===== config.mk =====
export PLATFORM = sky130hd
export DESIGN_NAME = cnso_core
export DESIGN_NICKNAME = d
export VERILOG_FILES = /design/src/cnso_pkg.sv /design/src/cnso_negate.sv /design/src/cnso_core.sv
export SDC_FILE = /design/constraint.sdc
export NUM_CORES = 2
export LEC_CHECK = 0
export BUFFER_PORTS_ARGS = -buffer_cell sky130_fd_sc_hd__buf_2
export CORE_ASPECT_RATIO = 0.9
export CORE_MARGIN = 2
export CORE_UTILIZATION = 43
export CTS_CLUSTER_DIAMETER = 150
export DETAILED_ROUTE_END_ITERATION = 7
export PLACE_DENSITY_LB_ADDON = 0.08
export REMOVE_ABC_BUFFERS = 1
export SYNTH_ARGS = -nofsm -noshare
export SYNTH_HDL_FRONTEND = slang
export SYNTH_SLANG_ARGS = --single-unit

===== constraint.sdc =====
create_clock -name clk -period 5.67 [get_ports clk]
set_input_delay 0 -clock clk [delete_from_list [all_inputs] [get_ports clk]]
set_output_delay 0 -clock clk [all_outputs]
set_load 0.02 [all_outputs]

===== src/cnso_pkg.sv =====
// Shared constants for the negate, idle and stack-drop execute block
package cnso_pkg;

  // ------------------------------------------------------------
  // Opcode patterns
  // ------------------------------------------------------------
  localparam logic [6:0] NEG_PATTERN = 7'h36;
  localparam logic [15:0] IDLE_ZERO_WORD = 16'h0000;
  localparam logic [3:0] IDLE_TOP_NIBBLE = 4'hf;
  localparam logic [15:0] STACK_DROP_WORD = 16'h0006;
  localparam int BANK_BIT = 8;

  // ------------------------------------------------------------
  // Data addressing
  // ------------------------------------------------------------
  localparam int DADDR_W = 12;
  localparam int BANK_W = 4;
  localparam logic [7:0] INDEXED_LIMIT = 8'h5f;
  localparam logic [7:0] ACCESS_SPLIT = 8'h60;
  localparam logic [3:0] ACCESS_LOW_BANK = 4'h0;
  localparam logic [3:0] ACCESS_HIGH_BANK = 4'hf;

  // ------------------------------------------------------------
  // Return stack
  // ------------------------------------------------------------
  localparam int STACK_W = 21;
  localparam int STACK_DEPTH = 31;
  localparam int SP_W = 5;

  // ------------------------------------------------------------
  // Register map, byte addresses
  // ------------------------------------------------------------
  localparam logic [7:0] REG_CTRL = 8'h00;
  localparam logic [7:0] REG_BANK = 8'h04;
  localparam logic [7:0] REG_INDEX_BASE = 8'h08;
  localparam logic [7:0] REG_STATUS = 8'h0c;
  localparam logic [7:0] REG_STACK_PTR = 8'h10;
  localparam logic [7:0] REG_STACK_TOP = 8'h14;
  localparam logic [7:0] REG_STACK_PUSH = 8'h18;
  localparam logic [7:0] REG_RETIRED = 8'h1c;

  // ------------------------------------------------------------
  // Status and control field positions
  // ------------------------------------------------------------
  localparam int ST_CARRY = 0;
  localparam int ST_DIGIT = 1;
  localparam int ST_ZERO = 2;
  localparam int ST_OVF = 3;
  localparam int ST_NEG = 4;
  localparam int ST_UNDERFLOW = 6;
  localparam int ST_OVERFLOW = 7;
  localparam int CTRL_EXT = 0;

  localparam logic [1:0] RESP_OKAY = 2'b00;
  localparam logic [1:0] RESP_SLVERR = 2'b10;

endpackage : cnso_pkg


===== src/cnso_negate.sv =====
// Two's complement negation with arithmetic flag generation
`timescale 1ns/100ps
module cnso_negate (
  input wire logic [7:0] operand,
  output logic [7:0] result,
  output logic [4:0] flags
);

  logic [8:0] full_sum;
  logic [4:0] low_sum;

  // ------------------------------------------------------------
  // Invert and add one
  // ------------------------------------------------------------
  always_comb begin
    full_sum = {1'b0, ~operand} + 9'h001;
    low_sum = {1'b0, ~operand[3:0]} + 5'h01;
    result = full_sum[7:0];
    flags = '0;
    flags[cnso_pkg::ST_CARRY] = full_sum[8];
    flags[cnso_pkg::ST_DIGIT] = low_sum[4];
    flags[cnso_pkg::ST_ZERO] = (full_sum[7:0] == 8'h00);
    flags[cnso_pkg::ST_OVF] = (operand == 8'h80);
    flags[cnso_pkg::ST_NEG] = full_sum[7];
  end

endmodule : cnso_negate


===== src/cnso_core.sv =====
// Execute logic for negate, idle and return-stack drop, with AXI4-Lite registers
`timescale 1ns/100ps
module cnso_core #(
  parameter int DEPTH = cnso_pkg::STACK_DEPTH
) (
  input wire logic clk,
  input wire logic rstn,
  input wire logic instr_valid,
  input wire logic [15:0] instr_word,
  output logic instr_ready,
  output logic retire,
  output logic [cnso_pkg::DADDR_W-1:0] dmem_addr,
  output logic dmem_rd_en,
  input wire logic [7:0] dmem_rdata,
  output logic dmem_wr_en,
  output logic [7:0] dmem_wdata,
  input wire logic [7:0] s_axi_awaddr,
  input wire logic s_axi_awvalid,
  output logic s_axi_awready,
  input wire logic [31:0] s_axi_wdata,
  input wire logic [3:0] s_axi_wstrb,
  input wire logic s_axi_wvalid,
  output logic s_axi_wready,
  output logic [1:0] s_axi_bresp,
  output logic s_axi_bvalid,
  input wire logic s_axi_bready,
  input wire logic [7:0] s_axi_araddr,
  input wire logic s_axi_arvalid,
  output logic s_axi_arready,
  output logic [31:0] s_axi_rdata,
  output logic [1:0] s_axi_rresp,
  output logic s_axi_rvalid,
  input wire logic s_axi_rready
);

  typedef enum logic [2:0] {PH_IDLE, PH_Q1, PH_Q2, PH_Q3, PH_Q4} cnso_phase_e;
  typedef enum logic [1:0] {OP_NONE, OP_NEG, OP_DROP} cnso_op_e;

  typedef struct packed {
    cnso_phase_e phase;
    cnso_op_e op;
    logic [15:0] word;
    logic [7:0] operand;
    logic instr_ready;
    logic retire;
    logic [cnso_pkg::DADDR_W-1:0] dmem_addr;
    logic dmem_rd_en;
    logic dmem_wr_en;
    logic [7:0] dmem_wdata;
    logic ext_en;
    logic [cnso_pkg::BANK_W-1:0] bank_select_register;
    logic [cnso_pkg::DADDR_W-1:0] index_base;
    logic [7:0] status;
    logic [cnso_pkg::SP_W-1:0] sp;
    logic [DEPTH-1:0][cnso_pkg::STACK_W-1:0] stack;
    logic [15:0] retired;
    logic aw_held;
    logic [7:0] aw_addr;
    logic w_held;
    logic [31:0] w_data;
    logic [3:0] w_strb;
    logic awready;
    logic wready;
    logic bvalid;
    logic [1:0] bresp;
    logic arready;
    logic rvalid;
    logic [31:0] rdata;
    logic [1:0] rresp;
  } cnso_state_s;

  cnso_state_s cur;
  cnso_state_s next_cur;
  logic [7:0] neg_result;
  logic [4:0] neg_flags;
  localparam logic [cnso_pkg::SP_W-1:0] SP_FULL = cnso_pkg::SP_W'(DEPTH);

  cnso_negate u_negate (
    .operand(cur.operand),
    .result(neg_result),
    .flags(neg_flags)
  );

  // ------------------------------------------------------------
  // Operand address forming
  // ------------------------------------------------------------
  function automatic logic [cnso_pkg::DADDR_W-1:0] form_addr(
    input logic [15:0] word,
    input logic ext_en,
    input logic [cnso_pkg::BANK_W-1:0] bank,
    input logic [cnso_pkg::DADDR_W-1:0] base
  );
    logic [7:0] f;
    logic [cnso_pkg::DADDR_W-1:0] a;
    f = word[7:0];
    if (word[cnso_pkg::BANK_BIT]) begin
      a = {bank, f};
    end else if (ext_en && (f <= cnso_pkg::INDEXED_LIMIT)) begin
      a = base + {{(cnso_pkg::DADDR_W-8){1'b0}}, f};
    end else if (f < cnso_pkg::ACCESS_SPLIT) begin
      a = {cnso_pkg::ACCESS_LOW_BANK, f};
    end else begin
      a = {cnso_pkg::ACCESS_HIGH_BANK, f};
    end
    return a;
  endfunction : form_addr

  // ------------------------------------------------------------
  // Next state
  // ------------------------------------------------------------
  always_comb begin
    logic [7:0] waddr;
    logic [31:0] wd;
    logic [7:0] raddr;
    logic do_write;
    logic [cnso_pkg::SP_W-1:0] top_idx;
    waddr = cur.aw_addr;
    wd = cur.w_data;
    raddr = s_axi_araddr;
    do_write = 1'b0;
    top_idx = (cur.sp == '0) ? '0 : cur.sp - 1'b1;
    next_cur = cur;
    next_cur.retire = 1'b0;
    next_cur.dmem_rd_en = 1'b0;
    next_cur.dmem_wr_en = 1'b0;

    // Instruction phases
    case (cur.phase)
      PH_IDLE: begin
        if (instr_valid && cur.instr_ready) begin
          next_cur.word = instr_word;
          next_cur.instr_ready = 1'b0;
          next_cur.phase = PH_Q1;
        end
      end
      PH_Q1: begin
        if (cur.word[15:9] == cnso_pkg::NEG_PATTERN) begin
          next_cur.op = OP_NEG;
          next_cur.dmem_addr = form_addr(cur.word, cur.ext_en, cur.bank_select_register, cur.index_base);
          next_cur.dmem_rd_en = 1'b1;
        end else if (cur.word == cnso_pkg::STACK_DROP_WORD) begin
          next_cur.op = OP_DROP;
        end else begin
          next_cur.op = OP_NONE;
        end
        next_cur.phase = PH_Q2;
      end
      PH_Q2: begin
        if (cur.op == OP_NEG) begin
          next_cur.operand = dmem_rdata;
        end
        next_cur.phase = PH_Q3;
      end
      PH_Q3: begin
        if (cur.op == OP_NEG) begin
          next_cur.dmem_wdata = neg_result;
          next_cur.dmem_wr_en = 1'b1;
          next_cur.status[cnso_pkg::ST_NEG:cnso_pkg::ST_CARRY] = neg_flags;
        end
        if (cur.op == OP_DROP) begin
          if (cur.sp == '0) begin
            next_cur.status[cnso_pkg::ST_UNDERFLOW] = 1'b1;
          end else begin
            next_cur.sp = cur.sp - 1'b1;
          end
        end
        next_cur.phase = PH_Q4;
      end
      PH_Q4: begin
        next_cur.retire = 1'b1;
        next_cur.retired = cur.retired + 16'h0001;
        next_cur.instr_ready = 1'b1;
        next_cur.op = OP_NONE;
        next_cur.phase = PH_IDLE;
      end
      default: begin
        next_cur.phase = PH_IDLE;
        next_cur.instr_ready = 1'b1;
      end
    endcase

    // ------------------------------------------------------------
    // AXI4-Lite write channel
    // ------------------------------------------------------------
    if (s_axi_awvalid && cur.awready) begin
      next_cur.aw_held = 1'b1;
      next_cur.aw_addr = s_axi_awaddr;
      next_cur.awready = 1'b0;
      waddr = s_axi_awaddr;
    end
    if (s_axi_wvalid && cur.wready) begin
      next_cur.w_held = 1'b1;
      next_cur.w_data = s_axi_wdata;
      next_cur.w_strb = s_axi_wstrb;
      next_cur.wready = 1'b0;
      wd = s_axi_wdata;
    end
    if (next_cur.aw_held && next_cur.w_held && !cur.bvalid) begin
      do_write = next_cur.w_strb[0];
      next_cur.aw_held = 1'b0;
      next_cur.w_held = 1'b0;
      next_cur.bvalid = 1'b1;
      next_cur.bresp = cnso_pkg::RESP_OKAY;
      case (waddr)
        cnso_pkg::REG_CTRL: begin
          if (do_write) begin
            next_cur.ext_en = wd[cnso_pkg::CTRL_EXT];
          end
        end
        cnso_pkg::REG_BANK: begin
          if (do_write) begin
            next_cur.bank_select_register = wd[cnso_pkg::BANK_W-1:0];
          end
        end
        cnso_pkg::REG_INDEX_BASE: begin
          if (do_write) begin
            next_cur.index_base[7:0] = wd[7:0];
          end
          if (next_cur.w_strb[1]) begin
            next_cur.index_base[cnso_pkg::DADDR_W-1:8] = wd[cnso_pkg::DADDR_W-1:8];
          end
        end
        cnso_pkg::REG_STATUS: begin
          // Sticky bits clear on one; a new event in the same cycle wins
          if (do_write && wd[cnso_pkg::ST_UNDERFLOW] && !(cur.phase == PH_Q3 && cur.op == OP_DROP &&
              cur.sp == '0)) begin
            next_cur.status[cnso_pkg::ST_UNDERFLOW] = 1'b0;
          end
          if (do_write && wd[cnso_pkg::ST_OVERFLOW]) begin
            next_cur.status[cnso_pkg::ST_OVERFLOW] = 1'b0;
          end
        end
        cnso_pkg::REG_STACK_PUSH: begin
          // Test load of the stack, refused while an instruction runs
          if (cur.phase != PH_IDLE || !(&next_cur.w_strb[2:0])) begin
            next_cur.bresp = cnso_pkg::RESP_SLVERR;
          end else if (cur.sp == SP_FULL) begin
            next_cur.status[cnso_pkg::ST_OVERFLOW] = 1'b1;
          end else begin
            next_cur.stack[cur.sp] = wd[cnso_pkg::STACK_W-1:0];
            next_cur.sp = cur.sp + 1'b1;
          end
        end
        cnso_pkg::REG_STACK_PTR, cnso_pkg::REG_STACK_TOP, cnso_pkg::REG_RETIRED: begin
          next_cur.bresp = cnso_pkg::RESP_OKAY;
        end
        default: begin
          next_cur.bresp = cnso_pkg::RESP_SLVERR;
        end
      endcase
    end
    if (cur.bvalid && s_axi_bready) begin
      next_cur.bvalid = 1'b0;
      next_cur.awready = 1'b1;
      next_cur.wready = 1'b1;
    end

    // ------------------------------------------------------------
    // AXI4-Lite read channel
    // ------------------------------------------------------------
    if (s_axi_arvalid && cur.arready) begin
      next_cur.arready = 1'b0;
      next_cur.rvalid = 1'b1;
      next_cur.rresp = cnso_pkg::RESP_OKAY;
      next_cur.rdata = 32'h0000_0000;
      case (raddr)
        cnso_pkg::REG_CTRL: begin
          next_cur.rdata[cnso_pkg::CTRL_EXT] = cur.ext_en;
        end
        cnso_pkg::REG_BANK: begin
          next_cur.rdata[cnso_pkg::BANK_W-1:0] = cur.bank_select_register;
        end
        cnso_pkg::REG_INDEX_BASE: begin
          next_cur.rdata[cnso_pkg::DADDR_W-1:0] = cur.index_base;
        end
        cnso_pkg::REG_STATUS: begin
          next_cur.rdata[7:0] = cur.status;
        end
        cnso_pkg::REG_STACK_PTR: begin
          next_cur.rdata[cnso_pkg::SP_W-1:0] = cur.sp;
        end
        cnso_pkg::REG_STACK_TOP: begin
          if (cur.sp != '0) begin
            next_cur.rdata[cnso_pkg::STACK_W-1:0] = cur.stack[top_idx];
          end
        end
        cnso_pkg::REG_RETIRED: begin
          next_cur.rdata[15:0] = cur.retired;
        end
        cnso_pkg::REG_STACK_PUSH: begin
          next_cur.rdata = 32'h0000_0000;
        end
        default: begin
          next_cur.rresp = cnso_pkg::RESP_SLVERR;
        end
      endcase
    end
    if (cur.rvalid && s_axi_rready) begin
      next_cur.rvalid = 1'b0;
      next_cur.arready = 1'b1;
    end
  end

  // ------------------------------------------------------------
  // State register
  // ------------------------------------------------------------
  always_ff @(posedge clk) begin
    if (!rstn) begin
      cur <= '0;
      cur.phase <= PH_IDLE;
      cur.op <= OP_NONE;
      cur.instr_ready <= 1'b1;
      cur.awready <= 1'b1;
      cur.wready <= 1'b1;
      cur.arready <= 1'b1;
    end else begin
      cur <= next_cur;
    end
  end

  // ------------------------------------------------------------
  // Outputs
  // ------------------------------------------------------------
  assign instr_ready = cur.instr_ready;
  assign retire = cur.retire;
  assign dmem_addr = cur.dmem_addr;
  assign dmem_rd_en = cur.dmem_rd_en;
  assign dmem_wr_en = cur.dmem_wr_en;
  assign dmem_wdata = cur.dmem_wdata;
  assign s_axi_awready = cur.awready;
  assign s_axi_wready = cur.wready;
  assign s_axi_bresp = cur.bresp;
  assign s_axi_bvalid = cur.bvalid;
  assign s_axi_arready = cur.arready;
  assign s_axi_rdata = cur.rdata;
  assign s_axi_rresp = cur.rresp;
  assign s_axi_rvalid = cur.rvalid;

endmodule : cnso_core


Word level (Yosys, flattened, before mapping)
Cells that the tools add are included.
{"block": "word_totals", "ram_bits": 0, "memories": 0, "elab_cells": 208, "latch_bits": 0, "in_bits": 84, "mem_bits_ro": 0, "regBits": 825, "output_inout_bits": 65}
{"block": "classes", "n_reduce_logical": 48, "magnitude_cmp": 5, "eq_ne": 28, "add_sub_neg": 6, "bitwise_logic": 6, "shift": 0, "mux": 51, "mul": 0, "div": 0}
{"operator": "two-way mux 656 bit", "count": 4}
{"operator": "bitwise mux 651 bit", "count": 1}
{"operator": "binary-select mux 21 bit (select 5 bit)", "count": 1}
{"operator": "demux 21 bit (select 5 bit)", "count": 1}
{"operator": "two-way mux 21 bit", "count": 4}
{"operator": "equality test 8 x 5 -> 1 bit (second input constant)", "count": 8}
{"operator": "two-way mux 37 bit", "count": 1}
{"operator": "two-way mux 12 bit", "count": 3}
{"operator": "equality test 8 x 4 -> 1 bit (second input constant)", "count": 4}
{"operator": "two-way mux 5 bit", "count": 5}
{"operator": "logical NOT 8 bit", "count": 3}
{"operator": "one-hot mux 3 bit (4 select lines)", "count": 2}
{"operator": "two-way mux 9 bit", "count": 2}
{"operator": "one-hot mux 3 bit (6 select lines)", "count": 1}
{"operator": "adder 16 x 1 -> 16 bit (second input constant)", "count": 1}
{"operator": "equality test 16 x 3 -> 1 bit (second input constant)", "count": 1}
{"operator": "equality test 8 x 3 -> 1 bit (second input constant)", "count": 2}
{"operator": "logical AND 1 bit", "count": 15}
{"operator": "AND reduction 3 bit", "count": 5}
{"operator": "AND reduction 2 bit", "count": 7}
{"operator": "adder 12 x 8 -> 12 bit", "count": 1}
{"operator": "less-than comparator 5 x 6 -> 1 bit (second input constant)", "count": 2}
{"operator": "two-way mux 1 bit", "count": 12}
{"operator": "one-hot mux 4 bit (3 select lines)", "count": 1}
{"operator": "other kinds (40)", "count": 57}

Longest topological paths before layout
{"block": "logic_depth", "word_depth": 9, "mapped_depth": 17, "mapped_depth_nobuf": 12}

By module
A second synthesis with hierarchy kept.
{"block": "unflattened", "hier_cells": 3894, "area_unflattened_um2": 34354.2}
{"mod": "cnso_core", "cells_per_inst": 3868, "n_inst": 1, "seq_area_each_um2": 16235.6, "area_each_um2": 34145.2}
{"mod": "cnso_negate", "cells_per_inst": 26, "n_inst": 1, "seq_area_each_um2": 0.0, "area_each_um2": 209.0}

Worst setup path before layout
No wires, ideal clock.
{"block": "synth_timing", "path_type": "flip-flop to flip-flop", "startpoint": "reg cur[754] in the netlist's numbering", "endpoint": "reg cur (netlist bit s_axi_rdata[16])", "t_required_ns": 5.554, "synth_period_minus_slack_ns": 4.058, "arrival_ns": 3.942, "setup_ns": 0.116, "slack_ns": 1.612, "n_path_buf": 4, "stages_incl_launch_ff": 14, "cell_sequence": "dfxtp_1 > inv_1 > ha_1 > nor4b_1 > clkbuf_1 > inv_1 > ha_1 > clkbuf_1 > inv_2 > buf_1 > buf_1 > mux4_2 > a221o_1 > a31o_2"}
{"block": "synth_via", "elab_chain_cells": 6, "word_cells_on_any_way": 8, "cone_classes": "1 x add/sub; 5 x mux; 2 x reduce/logical"}
{"item": "start, declared", "line": "cnso_core.sv:72", "text": "cnso_state_s cur;"}
{"item": "start signal, assigned", "line": "cnso_core.sv:317", "text": "cur <= next_cur;"}
{"item": "subtractor 5 x 1 -> 5 bit / logical NOT 5 bit (equally long branches)", "line": "cnso_core.sv:121", "text": "top_idx = (cur.sp == '0) ? '0 : cur.sp - 1'b1;"}
{"item": "two-way mux 5 bit", "line": "cnso_core.sv:121"}
{"item": "binary-select mux 21 bit (select 5 bit)", "line": "cnso_core.sv:284", "text": "next_cur.rdata[cnso_pkg::STACK_W-1:0] = cur.stack[top_idx];"}
{"item": "two-way mux 21 bit (implied by the code)", "line": "cnso_core.sv:284"}
{"item": "two-way mux 21 bit (*)", "line": "cnso_core.sv:283", "text": "if (cur.sp != '0) begin"}
{"item": "two-way mux 5 bit (*)", "line": "cnso_core.sv:266", "text": "case (raddr)"}
Mark *: on every way between the ends. The rest lies on a longest branch, timed or not. The select of a mux whose other input is x is not followed.
A chain may end at the register's enable or synchronous reset.

==> results.yml <==
setup_path:
  worstPathBufferInverterCount: 1
  crit_path_cell_trace: "and2_1 -> mux2i_1 -> or4b_1 -> nor3_4 -> nand2_1 -> nor2_4 -> buf_4 -> nor2_1 -> a211oi_1"
  arrival_ps: 5060
  crit_family: "simple AND/OR/NAND/NOR gates"
  critPathLaunchType: "flop"
  end_kind: "flop"
  required_ps: 6210
  slowest_delay_ps: 730
  cp_max_fo: 24
  cpMaxStageDelayCell: "nor2_4"
  path_class: "reg2reg"
floorplanning:
  die_y_um: 273
  chipWidth_um: 303
  core-area_um2: 79600
  rows: 98
  initial_core_util_pct: 43.5
  die_area_um2: 82700
  pin_count: 149
logic_synthesis:
  async_flop_share_pct: 0
  avgSynthCellArea_um2: 8.96
  yosys_register_bits: 810
  ys_types: 72
  syn_area_um2: 34600
  synth_top_cells_by_area: "dfxtp_1 47%, a211oi_1 14%, nor2_1 9.3%"
  syn_inst: 3860
  synthMostInstantiatedCell: "nor2_1"
  yosysSeqAreaShare_pct: 46.9
  synth_edf_count: 0
  ys_warn_count: 0
  synth_top_cell_area_share_pct: 46.9
  ys.flop_type: "dfxtp_1"
  synth_top_area_cell: "dfxtp_1"
  synth_common_cells: "853 x nor2_1, 810 x dfxtp_1, 655 x a211oi_1"
sta:
  hold_viol: 0
  maxSlewHeadroom_pct: 12.4
  finalSetupViolations: 0
  slew_violations: 0
  clock.fmax_ghz: 0.222
  clock_skew_ps: 27.5
  finalCritPeriodShare_pct: 79.6
  whs_ps: 54.5
  min_period_ps: 4510
  worst_pin_slew_ps: 1310
  rsz0062_at_grt: "no"
global_route:
  grt_pass1_wl_mm: 169
  grt_max_degree: 248
  antenna_found_initial: 1
  grt.total_usage_pct: 26.6
  grt_overflow: 0
  grt_pass1_vias: 27700
routing:
  drt-wirelength-per-cell_um: 22.5
  first_iter_violations: 2452
  viasPerCell: 5.85
  num_vias: 28800
  drtPass1Iterations: 8
  ant_nets: 0
  drcViolationCount: 16
  drt-total-wl_mm: 111
cells_and_area:
  drive_gt1_share_pct: 13.9
  synthToLayoutAreaGrowth_pct: 14.6
  finalNetCount: 3907
  diodes: 0
  final_core_util_pct: 49.8
outcome:
  status: "complete, but fails checks"
  violations: "DRC"
placed_design:
  dp_hpwl_mm: 68.2
  place_congestion: 0.864
  port_buffers: 123
cts:
  cts.sinks: 810
  numCtsBuffers: 86
  htree_num_levels: 3
  clkTransAtPathRegs_ps: 60
  clkLatencyLatePin_ps: 670
  cts.path.max_buffers: 3
  cts_tree: "done"
  cts_root_buf: "clkbuf_16"
power_and_ir_drop:
  ir_worst_vdd_v: 0.000283
  p_leak_nw: 13.1
  power_density_nw_per_um2: 324
flow_run:
  max_cap_violations: 0
min_path:
  holdCritPathClass: "in2reg"
[through the flow]
step                setup slack (ps)  area [µm²]  total power, W  std cells  TNS [ps]
floorplan                      -8070       32700         0.00654       3432  -4592780
finish                          1160       39700          0.0129       4925         0
global placement                1330       35900         0.00705       4691         0
CTS                             1140       39700          0.0130       4925         0
detailed placement              1180       35900         0.00706       4691         0
global route                     794       39700          0.0133       4925         0
[timing repair]
item / CTS / global route
hold buffers: 76 / 0
buffers inserted: 0 / 0
endpoints found under the hold margin: 116 / 0
gates resized for setup: 0 / 0
[layout make-up]
type | count | area (µm²)
clock buffers | 133 | 2660
clock inverters | 25 | 323
fillers | 7364 | 39900
inverters | 19 | 83.8
multi-input cells | 2603 | 17000
flip-flops and latches | 810 | 16200
well taps | 1050 | 1310
repair buffers | 285 | 2110
[cell families after synthesis]
kind of cell,count (synthesis),synth area share [%]
other cells,1,0.0108
flops,810,46.9
xor+xnor,27,0.684
fa+ha+maj,18,0.673
compound gates,1018,20.8
mux,192,9.29
simple gates,1335,15.9
buf+inv,459,5.83
[placed cells by master (no fill, tap or decap), drive strengths merged, types with 9 or more instances in the layout]
cell type | synthesis | final
nand2 | 276 | 276
dlygate4sd3 | 0 | 76
clkbuf | 295 | 133
mux2i | 85 | 85
nand3 | 51 | 51
a22oi | 16 | 16
and3 | 21 | 21
xor2 | 13 | 13
nand4 | 13 | 13
buf | 145 | 209
o22ai | 14 | 14
o211ai | 12 | 12
mux4 | 103 | 103
a311oi | 10 | 10
and2 | 10 | 10
a21oi | 141 | 141
nor3 | 36 | 36
inv | 19 | 22
a211oi | 655 | 655
xnor2 | 14 | 14
clkinv | 0 | 16
dfxtp | 810 | 810
a221oi | 9 | 9
conb | 1 | 13
ha | 17 | 17
or3 | 13 | 13
a31oi | 26 | 26
o21ai | 67 | 67
nor4 | 15 | 15
nor2 | 853 | 853
[final timing paths]
check / startpoint / endpoint / slack [ps] / cells after the start
max: s_axi_awready / flop / 1160 / 9
min: s_axi_araddr[2] / s_axi_rdata[2] / 50 / 4
max reg2reg: s_axi_awready / flop / 1160 / 9
min reg2reg: cur[828] / cur[828] / 460 / 2
[report_power, final]
part	internal [W]	switching, W	total, W
Clock	0.00347	0.00241	0.00588
Combinational	0.000346	0.000873	0.00122
Sequential	0.00573	0.0000378	0.00577
[worst register-to-register path, stage by stage (launching register included)]
cell and delay, ps:
dfxtp_1 460, and2_1 420, mux2i_1 440, or4b_1 670, nor3_4 360, nand2_1 530, nor2_4 740, buf_4 410
nor2_1 100, a211oi_1 270
[metal layers]
layer	global-route usage (%)	wire length, µm	up-vias
met1	37.1	50800	14000
met4	9.27	3660	0
met3	3.68	6210	196
met5	0	0	-
met2	42.1	50200	864
li1	-	-	13700
(Power assumes the default switching activity.)
